[config.mk]
export PLATFORM = sky130hd
export DESIGN_NAME = rabg_top
export DESIGN_NICKNAME = d
export VERILOG_FILES = /design/src/rabg_pkg.sv /design/src/rabg_ring_wrap.sv /design/src/rabg_top.sv
export VERILOG_INCLUDE_DIRS = /design/src /design/src/src
export SDC_FILE = /design/constraint.sdc
export NUM_CORES = 1
export LEC_CHECK = 0
export BUFFER_PORTS_ARGS = -buffer_cell sky130_fd_sc_hd__clkbuf_2
export CORE_UTILIZATION = 63
export CTS_CLUSTER_SIZE = 24
export DETAILED_ROUTE_END_ITERATION = 12
export PLACE_DENSITY = 0.87
export RECOVER_POWER = 25
export SETUP_SLACK_MARGIN = 0.02
export SLEW_MARGIN = 20
export SYNTH_ARGS = -nofsm -noshare
export SYNTH_HDL_FRONTEND = slang
export SYNTH_SLANG_ARGS = --single-unit
[constraint.sdc]
create_clock -name clk_i -period 10.95 [get_ports clk_i]
set_input_delay 1.6425 -clock clk_i [delete_from_list [all_inputs] [get_ports clk_i]]
set_output_delay 1.6425 -clock clk_i [all_outputs]
set_load 0.05 [all_outputs]
[src/rabg_regs.svh]
// register indices, field positions and reset values of the ring/bit-reverse address block
`ifndef RABG_REGS_SVH
`define RABG_REGS_SVH
// register indices on the 3-bit register port
`define RABG_IDX_XRS  3'h0
`define RABG_IDX_XRE  3'h1
`define RABG_IDX_YRS  3'h2
`define RABG_IDX_YRE  3'h3
`define RABG_IDX_CTL  3'h4
`define RABG_IDX_BRV  3'h5
`define RABG_IDX_PAGE 3'h6
`define RABG_IDX_STAT 3'h7
// reset values
`define RABG_RST16    16'h0000
`define RABG_RST8     8'h00
// ring_bitrev_control fields
`define RABG_XSEL     3:0
`define RABG_YSEL     7:4
`define RABG_BSEL     11:8
`define RABG_YEN      14
`define RABG_XEN      15
// bitrev_pivot_control fields
`define RABG_BITREV_ENABLE     15
`define RABG_PIVOT    14:0
// table page configuration-space bit
`define RABG_CFG_BIT  7
// pointer select value that means off
`define RABG_SEL_OFF  4'hf
// generator numbers: X read, X write, Y
`define RABG_GXR      0
`define RABG_GXW      1
`define RABG_GY       2
`define RABG_NGEN     3
// status bit for last X write reversed
`define RABG_STAT_BRV 3
`endif

[src/rabg_pkg.sv]
// types shared by the ring/bit-reverse address block
package rabg_pkg;
   // addressing mode from the instruction decoder
   typedef enum logic [1:0] {
      RABG_AM_IND,    // plain register indirect
      RABG_AM_POST,   // indirect, pointer modified after use
      RABG_AM_PRE,    // indirect, pointer modified before use
      RABG_AM_OFFS    // indirect with register or literal offset
   } rabg_mode_t;

   // whole state of the top module
   typedef struct packed {
      logic [15:0]       x_ring_start;
      logic [15:0]       x_ring_end;
      logic [15:0]       y_ring_start;
      logic [15:0]       y_ring_end;
      logic [15:0]       ring_bitrev_control;
      logic [15:0]       bitrev_pivot_control;
      logic [7:0]        table_page;
      logic [3:0]        last_status;
      logic [15:0]       rdata;
      logic [2:0][15:0]  ea;
      logic [2:0]        ea_vld;
      logic [2:0][15:0]  wb;
      logic [2:0]        wb_en;
      logic [23:0]       paddr;
      logic              pvld;
      logic              pwr;
      logic              pcfg;
      logic [15:0]       psv_data;
      logic              psv_vld;
      logic              psv_flt;
   } rabg_state_t;
endpackage : rabg_pkg

[src/rabg_ring_wrap.sv]
// circular-buffer correction of one effective address
`timescale 1ns/1ps
module rabg_ring_wrap (
   input  wire logic [15:0] addr_i,    // raw modified address
   input  wire logic [15:0] start_i,   // ring start byte address
   input  wire logic [15:0] end_i,     // ring end byte address
   input  wire logic        en_i,      // ring applies to this access
   input  wire logic        dec_i,     // step is negative
   input  wire logic        word_i,    // force word alignment
   output logic      [15:0] addr_o,    // corrected address
   output logic             wrap_o     // a correction took place
);
   logic [15:0] len;    // ring length in bytes
   logic        pow2;   // length is a power of two
   logic        over;   // above upper boundary
   logic        under;  // below lower boundary
   logic [15:0] fixed;  // corrected address before alignment

   // length only from the two bounds; a full 64 KB ring wraps to zero,
   // which is still exact in 16-bit arithmetic
   assign len   = 16'(end_i - start_i + 16'h0001);
   assign pow2  = ((len & 16'(len - 16'h0001)) == 16'h0000);

   // greater/less tests so that long steps are still caught;
   // power-of-two rings check both sides
   assign over  = (addr_i > end_i) & (~dec_i | pow2);
   assign under = (addr_i < start_i) & (dec_i | pow2);

   // subtract or add one length
   always_comb
   begin
      fixed  = addr_i;
      wrap_o = 1'b0;
      if (en_i && over)
      begin
         fixed  = 16'(addr_i - len);
         wrap_o = 1'b1;
      end
      else if (en_i && under)
      begin
         fixed  = 16'(addr_i + len);
         wrap_o = 1'b1;
      end
   end

   // word data keeps bit zero clear
   assign addr_o = {fixed[15:1], fixed[0] & ~word_i};
endmodule : rabg_ring_wrap

[src/rabg_top.sv]
// ring and bit-reverse effective-address correction with program address forming
`timescale 1ns/1ps
`include "rabg_regs.svh"
module rabg_top (
   input  wire logic                      clk_i,         // core clock, 40 MHz
   input  wire logic                      rst_i,         // synchronous reset, high
   input  wire logic [2:0]                reg_addr_i,    // register index
   input  wire logic [15:0]               reg_wdata_i,   // register write data
   input  wire logic                      reg_wr_i,      // register write strobe
   input  wire logic                      reg_rd_i,      // register read strobe
   output logic      [15:0]               reg_rdata_o,   // read data, next cycle
   input  wire logic [2:0]                agu_req_i,     // request per generator
   input  wire logic [2:0][3:0]           agu_wnum_i,    // pointer register number
   input  wire logic [2:0][15:0]          agu_ptr_i,     // pointer value
   input  wire logic [2:0][15:0]          agu_off_i,     // signed step or offset
   input  rabg_pkg::rabg_mode_t [2:0]     agu_mode_i,    // addressing mode
   input  wire logic [2:0]                agu_byte_i,    // byte-sized access
   output logic      [2:0][15:0]          agu_ea_o,      // effective address
   output logic      [2:0]                agu_ea_vld_o,  // address valid pulse
   output logic      [2:0][15:0]          agu_wb_o,      // pointer write-back value
   output logic      [2:0]                agu_wb_en_o,   // pointer write-back pulse
   input  wire logic                      fetch_req_i,   // instruction fetch request
   input  wire logic [22:0]               pc_i,          // program counter
   output logic                           fetch_stall_o, // fetch held off by table op
   input  wire logic                      tbl_req_i,     // table read/write request
   input  wire logic                      tbl_wr_i,      // table op is a write
   input  wire logic [15:0]               tbl_ea_i,      // table effective address
   output logic      [23:0]               prog_addr_o,   // program space address
   output logic                           prog_vld_o,    // program access pulse
   output logic                           prog_wr_o,     // program access writes
   output logic                           prog_cfg_o,    // configuration space
   input  wire logic                      psv_req_i,     // data-space window access
   input  wire logic                      psv_wr_i,      // window access writes
   input  wire logic [23:0]               prog_word_i,   // program word for window
   output logic      [15:0]               psv_rdata_o,   // window read data
   output logic                           psv_vld_o,     // window read pulse
   output logic                           psv_fault_o    // window write refused
);
   import rabg_pkg::*;

   rabg_state_t st_reg;   // all state
   rabg_state_t st_next;  // next state

   logic        x_on;     // X ring configured
   logic        y_on;     // Y ring configured
   logic        brv_cfg;  // bit reversal configured
   logic [15:0] pmod;     // pivot scaled to bytes
   logic [15:0] rp;       // X write pointer, mirrored
   logic [15:0] rm;       // modifier, mirrored
   logic [15:0] rs;       // mirrored sum
   logic [15:0] brv_sum;  // reverse-carry sum
   logic [2:0][15:0] ea_c;   // per generator address
   logic [2:0][15:0] wb_c;   // per generator write-back
   logic [2:0]       wben_c; // per generator write-back enable
   logic [2:0]       wrap_c; // per generator ring correction
   logic [2:0]       brv_c;  // per generator reversal taken

   // shared enables; 15 in a select field means the feature is off
   assign x_on    = st_reg.ring_bitrev_control[`RABG_XEN]
                    & (st_reg.ring_bitrev_control[`RABG_XSEL] != `RABG_SEL_OFF);
   assign y_on    = st_reg.ring_bitrev_control[`RABG_YEN]
                    & (st_reg.ring_bitrev_control[`RABG_YSEL] != `RABG_SEL_OFF);
   assign brv_cfg = st_reg.bitrev_pivot_control[`RABG_BITREV_ENABLE]
                    & (st_reg.ring_bitrev_control[`RABG_BSEL] != `RABG_SEL_OFF);

   // pivot is in words, the address is in bytes
   assign pmod = {st_reg.bitrev_pivot_control[`RABG_PIVOT], 1'b0};

   // reverse-carry add: mirror both operands, add, mirror back
   for (genvar i = 0; i < 16; i++)
   begin : gen_mirror
      assign rp[i]      = agu_ptr_i[`RABG_GXW][15 - i];
      assign rm[i]      = pmod[15 - i];
      assign brv_sum[i] = rs[15 - i];
   end
   assign rs = 16'(rp + rm);  // carry runs toward the low address bits

   // one address path per generator
   for (genvar g = 0; g < `RABG_NGEN; g++)
   begin : gen_agu
      logic        is_y;    // Y generator
      logic        is_xw;   // X write generator
      logic [3:0]  sel;     // ring pointer select for this space
      logic        on;      // ring applies to this access
      logic        modif;   // pre or post modify mode
      logic        calc;    // mode that forms ptr + offset
      logic        brv;     // reversal taken on this access
      logic        word;    // word alignment forced
      logic [15:0] sum;     // pointer plus offset
      logic [15:0] raw;     // modified address before ring fix
      logic [15:0] fixed;   // after ring fix
      logic        wrapped; // ring fix applied
      logic [15:0] ptr_al;  // pointer with alignment forced

      assign is_y  = (g == `RABG_GY);
      assign is_xw = (g == `RABG_GXW);
      // X read and X write share the X setting
      assign sel   = is_y ? st_reg.ring_bitrev_control[`RABG_YSEL]
                          : st_reg.ring_bitrev_control[`RABG_XSEL];
      assign modif = (agu_mode_i[g] == RABG_AM_POST) | (agu_mode_i[g] == RABG_AM_PRE);
      assign calc  = modif | (agu_mode_i[g] == RABG_AM_OFFS);
      // reversal wins in the write generator only; read keeps its ring
      assign on    = (is_y ? y_on : x_on) & (agu_wnum_i[g] == sel)
                     & ~(is_xw & brv_cfg) & calc;
      // only word writes with incrementing pre/post modes are reversed
      assign brv   = is_xw & brv_cfg
                     & (agu_wnum_i[g] == st_reg.ring_bitrev_control[`RABG_BSEL])
                     & modif & ~agu_byte_i[g] & ~agu_off_i[g][15];
      assign word  = is_y | brv;
      assign sum   = 16'(agu_ptr_i[g] + agu_off_i[g]);
      // the indirect-mode offset is dropped while reversing
      assign raw   = brv ? brv_sum : sum;
      assign ptr_al = {agu_ptr_i[g][15:1], agu_ptr_i[g][0] & ~word};

      rabg_ring_wrap u_wrap (
         .addr_i  (raw),
         .start_i (is_y ? st_reg.y_ring_start : st_reg.x_ring_start),
         .end_i   (is_y ? st_reg.y_ring_end : st_reg.x_ring_end),
         .en_i    (on),
         .dec_i   (agu_off_i[g][15]),
         .word_i  (word),
         .addr_o  (fixed),
         .wrap_o  (wrapped)
      );

      // pre-modify and offset forms use the corrected address, post uses the pointer
      assign ea_c[g]   = ((agu_mode_i[g] == RABG_AM_PRE) | (agu_mode_i[g] == RABG_AM_OFFS))
                         ? fixed : ptr_al;
      assign wb_c[g]   = fixed;
      assign wben_c[g] = modif;      // offset forms never touch the pointer
      assign wrap_c[g] = wrapped;
      assign brv_c[g]  = brv;
   end

   // next-state logic: registers, address results, program access
   always_comb
   begin
      st_next          = st_reg;
      st_next.rdata    = `RABG_RST16;
      st_next.ea_vld   = 3'h0;
      st_next.wb_en    = 3'h0;
      st_next.pvld     = 1'b0;
      st_next.pwr      = 1'b0;
      st_next.psv_vld  = 1'b0;
      st_next.psv_flt  = 1'b0;

      // register writes; the status index is read-only
      if (reg_wr_i)
      begin
         case (reg_addr_i)
            `RABG_IDX_XRS:  st_next.x_ring_start         = reg_wdata_i;
            `RABG_IDX_XRE:  st_next.x_ring_end           = reg_wdata_i;
            `RABG_IDX_YRS:  st_next.y_ring_start         = reg_wdata_i;
            `RABG_IDX_YRE:  st_next.y_ring_end           = reg_wdata_i;
            `RABG_IDX_CTL:  st_next.ring_bitrev_control  = reg_wdata_i;
            `RABG_IDX_BRV:  st_next.bitrev_pivot_control = reg_wdata_i;
            `RABG_IDX_PAGE: st_next.table_page           = reg_wdata_i[7:0];
            default:        ;  // status ignores writes
         endcase
      end

      // register reads, answered in the next cycle only
      if (reg_rd_i)
      begin
         case (reg_addr_i)
            `RABG_IDX_XRS:  st_next.rdata = st_reg.x_ring_start;
            `RABG_IDX_XRE:  st_next.rdata = st_reg.x_ring_end;
            `RABG_IDX_YRS:  st_next.rdata = st_reg.y_ring_start;
            `RABG_IDX_YRE:  st_next.rdata = st_reg.y_ring_end;
            `RABG_IDX_CTL:  st_next.rdata = st_reg.ring_bitrev_control;
            `RABG_IDX_BRV:  st_next.rdata = st_reg.bitrev_pivot_control;
            `RABG_IDX_PAGE: st_next.rdata = {8'h00, st_reg.table_page};
            `RABG_IDX_STAT: st_next.rdata = {12'h000, st_reg.last_status};
            default:        st_next.rdata = `RABG_RST16;
         endcase
      end

      // address results, one cycle after each request
      for (int g = 0; g < `RABG_NGEN; g++)
      begin
         if (agu_req_i[g])
         begin
            st_next.ea[g]          = ea_c[g];
            st_next.ea_vld[g]      = 1'b1;
            st_next.wb[g]          = wb_c[g];
            st_next.wb_en[g]       = wben_c[g];
            st_next.last_status[g] = wrap_c[g];
         end
      end
      if (agu_req_i[`RABG_GXW])
      begin
         st_next.last_status[`RABG_STAT_BRV] = brv_c[`RABG_GXW];
      end

      // table ops take the program port ahead of fetch
      if (tbl_req_i)
      begin
         // no alignment forced; config pages are open to reads
         st_next.paddr = {st_reg.table_page, tbl_ea_i};
         st_next.pvld  = 1'b1;
         st_next.pwr   = tbl_wr_i;
         st_next.pcfg  = st_reg.table_page[`RABG_CFG_BIT];
      end
      else if (fetch_req_i)
      begin
         st_next.paddr = {1'b0, pc_i[22:1], 1'b0};
         st_next.pvld  = 1'b1;
         st_next.pcfg  = 1'b0;
      end

      // data-space window: reads give the low word, writes are refused
      if (psv_req_i)
      begin
         if (psv_wr_i)
         begin
            st_next.psv_flt = 1'b1;
         end
         else
         begin
            st_next.psv_data = prog_word_i[15:0];
            st_next.psv_vld  = 1'b1;
         end
      end
   end

   // state register
   always_ff @(posedge clk_i)
   begin
      if (rst_i)
      begin
         st_reg                      <= '0;
         st_reg.x_ring_start         <= `RABG_RST16;
         st_reg.x_ring_end           <= `RABG_RST16;
         st_reg.y_ring_start         <= `RABG_RST16;
         st_reg.y_ring_end           <= `RABG_RST16;
         st_reg.ring_bitrev_control  <= `RABG_RST16;
         st_reg.bitrev_pivot_control <= `RABG_RST16;
         st_reg.table_page           <= `RABG_RST8;
      end
      else
      begin
         st_reg <= st_next;
      end
   end

   // outputs straight from state
   assign reg_rdata_o   = st_reg.rdata;
   assign agu_ea_o      = st_reg.ea;
   assign agu_ea_vld_o  = st_reg.ea_vld;
   assign agu_wb_o      = st_reg.wb;
   assign agu_wb_en_o   = st_reg.wb_en;
   assign prog_addr_o   = st_reg.paddr;
   assign prog_vld_o    = st_reg.pvld;
   assign prog_wr_o     = st_reg.pwr;
   assign prog_cfg_o    = st_reg.pcfg;
   assign psv_rdata_o   = st_reg.psv_data;
   assign psv_vld_o     = st_reg.psv_vld;
   assign psv_fault_o   = st_reg.psv_flt;
   // fetch loses the port to a table op in the same cycle
   assign fetch_stall_o = fetch_req_i & tbl_req_i;
endmodule : rabg_top

==> results.sh <==
export IMPL_status="complete, but fails checks"
export IMPL_violations="max-capacitance violations, max-slew violations"
export IMPL_synth_xor_area_share_pct=3.44
export IMPL_worstSetupStartpoint="agu_ptr_i[32]"
export IMPL_layout_setup_ws_ns=2.83
export IMPL_yosys_area_top_type="dfxtp_1"
export IMPL_r2r_cells=26
export IMPL_drive_gt1_share_pct=13.1
export IMPL_drc=0
export IMPL_drv_slew=149
export IMPL_nets=3963
export IMPL_cp_data_required_time_ns=11.25
export IMPL_max_slew_margin_pct=-176
export IMPL_synth_cells=3308
export IMPL_fillers=3157
export IMPL_synth_avg_cell_area_um2=7.60
export IMPL_cts_tree="built"
export IMPL_die_w_um=202
export IMPL_cts_buffers=31
export IMPL_p_comb_share_pct=50.7
export IMPL_yosysMostFrequentCell="nand2_1"
export IMPL_power_switching_mw=1.99
export IMPL_core_area_um2=39000
export IMPL_utilization_pct=69.5
export IMPL_die_area_um2=40700
export IMPL_port_buffers=361
export IMPL_wl_per_cell_um=23.5
export IMPL_post_place_ws_ns=2.66
export IMPL_reg2reg_slack_ns=3.74
export IMPL_switching_share_pct=45.0
export IMPL_design_area_um2=27100
export IMPL_async_flop_share_pct=0
export IMPL_viasPerCell=6.70
export IMPL_syn_to_final_growth_pct=7.80
export IMPL_pwr_share_clk_pct=24.9
export IMPL_hp_class="reg2reg"
export IMPL_cts_resized=0
export IMPL_place_congestion=1.02
export IMPL_cts_setup_buffers=0
export IMPL_grt_overflow=0
export IMPL_antenna_found_initial=6
export IMPL_postRouteAntennaNets=0
export IMPL_setup_viol=0
export IMPL_p_leak_nw=11.7
export IMPL_vias=26600
export IMPL_worstMarginPinSlew_ns=4.14
export IMPL_synth_cell_type_count=97
export IMPL_p_int_mw=2.43
export IMPL_die_h_um=202
export IMPL_endpoint="agu_wb_o[36]"
export IMPL_seq_area_um2=5370
export IMPL_synth_top_area_share_pct=21.3
export IMPL_clock_skew_ns=0.0298
export IMPL_total_power_mw=4.42
export IMPL_path_class="in2reg"
export IMPL_path_max_fanout=7
export IMPL_start_kind="primary input"
export IMPL_drtPass1Iterations=6
export IMPL_peakVddDrop_v=0.000130
export IMPL_grt_use_total_pct=43.9
export IMPL_hold_buffers=0
export IMPL_clockRootBuffer="clkbuf_16"
export IMPL_dpl_cell_area_um2=26100
export IMPL_grt_pass1_vias=24900
export IMPL_clk_latency_ns=0.61
export IMPL_largest_reg_flops=85
export IMPL_crit_path_end_kind="flop"
export IMPL_pwr_share_seq_pct=24.4
export IMPL_synth_compound_area_share_pct=27.1
export IMPL_synthTopCellsByArea="dfxtp_1, ha_1, a21oi_1"
export IMPL_ios=375
export IMPL_cts_sinks=268
export IMPL_drt_iter0_drc=3243
export IMPL_drv_cap=3
export IMPL_grt_max_degree=98
export IMPL_synth_edff_count=0
export IMPL_crit_arrival_ns=8.42
export IMPL_rsz0062_at_grt="false"
export IMPL_ys_dominant_reg_cell="dfxtp_1"
export IMPL_place_inst=3917
export IMPL_rr_endpoint="agu_wb_o[31]"
export IMPL_ys_ff_latch=268
export IMPL_fin_crit_sh_pct=74.2
export IMPL_netlist_area_um2=25100
export IMPL_muxShareOfSynthArea_pct=2.77
export IMPL_fmaxAchievable_mhz=123
export IMPL_r2r_start="pmod[15]"
export IMPL_yosysWarnings=0
export IMPL_start_util_pct=64.5
export IMPL_cts_path_max_buffers=3
export IMPL_rows=72
export IMPL_multi_input_area_um2=17200
export IMPL_final_cells=3973
export IMPL_finalHoldViolations=0
export IMPL_synthTopCellsByCount="nand2_1, a21oi_1, ha_1, nor2_1, dfxtp_1"
export IMPL_grt_first_pass_wirelength_um=141000
export IMPL_synth_simple_gate_area_share_pct=18.7
export IMPL_clkTransAtPathRegs_ns=0.06
export IMPL_synthAdderAreaFrac_pct=16.4
export IMPL_tns_ns=0
export IMPL_synth_top_family_by_area="compound AO/OA/AOI/OAI gates"
export IMPL_fin_hold_ws_ns=0.452
export IMPL_routed_wl_um=93300
export IMPL_min_period_ns=8.12
export IMPL_dp_hpwl_um=72800
export IMPL_htreeDepth=1
export IMPL_p_per_area_nw_per_um2=163
export IMPL_ys_seq_area_share_pct=21.3
worst min path at each step:
stage                               start              end  slack [ns]  cells past startpoint
final                     psv_rdata_o[11]  psv_rdata_o[11]        0.45                      2
after global routing          st_reg[229]      st_reg[229]        0.47                      2
after CTS                     st_reg[229]      st_reg[229]        0.46                      2
after detailed placement      st_reg[229]      st_reg[229]        0.45                      2
after global placement        st_reg[262]      st_reg[262]        0.44                      2
after floorplan               st_reg[229]      st_reg[229]        0.44                      2
worst max-delay path, cell delays in order:
cell and delay [ns]:
clkbuf_2 0.08, ha_1 0.22, fa_1 0.40, a21o_1 0.20
a21oi_1 0.22, o21bai_1 0.10, a21o_1 0.21, a21oi_1 0.21
o21ai_0 0.21, a211oi_1 0.28, nor2_1 0.09, o31ai_1 0.24
xnor2_1 0.46, ha_1 0.40, nand3_1 0.11, nor2_1 0.07
a221oi_1 0.30, o211ai_1 0.29, a211oi_1 0.75, nand4_1 0.54
o311ai_1 0.50, o21ai_0 0.27, a32o_1 0.36, a21oi_1 0.19
nor3_1 0.07
cell usage in the layout (no fill, tap or decap), types with 20 or more instances in the layout:
cell type  netlist  final
clkbuf_16        0     31
or3_1           27     27
nand2b_1        34     34
a211oi_1        95     95
and3_1          20     20
clkbuf_1       130     71
xnor2_1         61     61
nor2_1         275    270
nand2_1        367    367
xor2_1          36     36
clkbuf_2         0    295
a21o_1          76     76
nand3_1         77     77
nor2b_1         26     26
dfxtp_1        268    268
o21bai_1        37     37
o221ai_1        29     29
a221oi_1        20     20
or2_2           21     21
nor3_1          76     75
inv_1          223    223
o21a_1          26     26
buf_4          158     29
and2_1          23     23
o21ai_0         93     93
o211ai_1        35     35
nand4_1         29     29
a21oi_1        329    329
ha_1           308    308
mux2i_1         56     56
per-layer routing:
| metal | vias up | wire length (um) | GRT usage [%] |
|---|---|---|---|
| met1 | 12400 | 36600 | 55.9 |
| met5 | - | 45 | 0 |
| met2 | 1785 | 40300 | 69.0 |
| met3 | 374 | 11000 | 10.4 |
| li1 | 12000 | - | - |
| met4 | 6 | 5360 | 22.7 |
power groups by stage:
stage	sequential [mW]	clock [mW]	combinational, mW
4_1_cts	1.07	1.09	2.17
3_5_place_dp	1.10	0	2.15
2_1_floorplan	1.08	0	1.62
6_report	1.08	1.10	2.24
3_3_place_gp	1.09	0	2.10
5_1_grt	1.08	1.13	2.39
cells by family after synthesis:
family / after synthesis
compound gates: 995
xor+xnor: 98
fa+ha+maj: 322
buf+inv: 530
flops: 268
mux: 66
other cells: 1
simple gates: 1028
final cells by class:
class / instances / share of cell area, %
inverter: 228 / 3.16
timing repair buffer: 392 / 7.19
multi-input combinational: 2511 / 63.5
tap: 518 / 2.39
clock buffer: 39 / 3.16
sequential: 268 / 19.8
antenna: 1 / 0.00923
clock inverter: 16 / 0.789
Note: power is estimated with default switching activity, not from simulation.
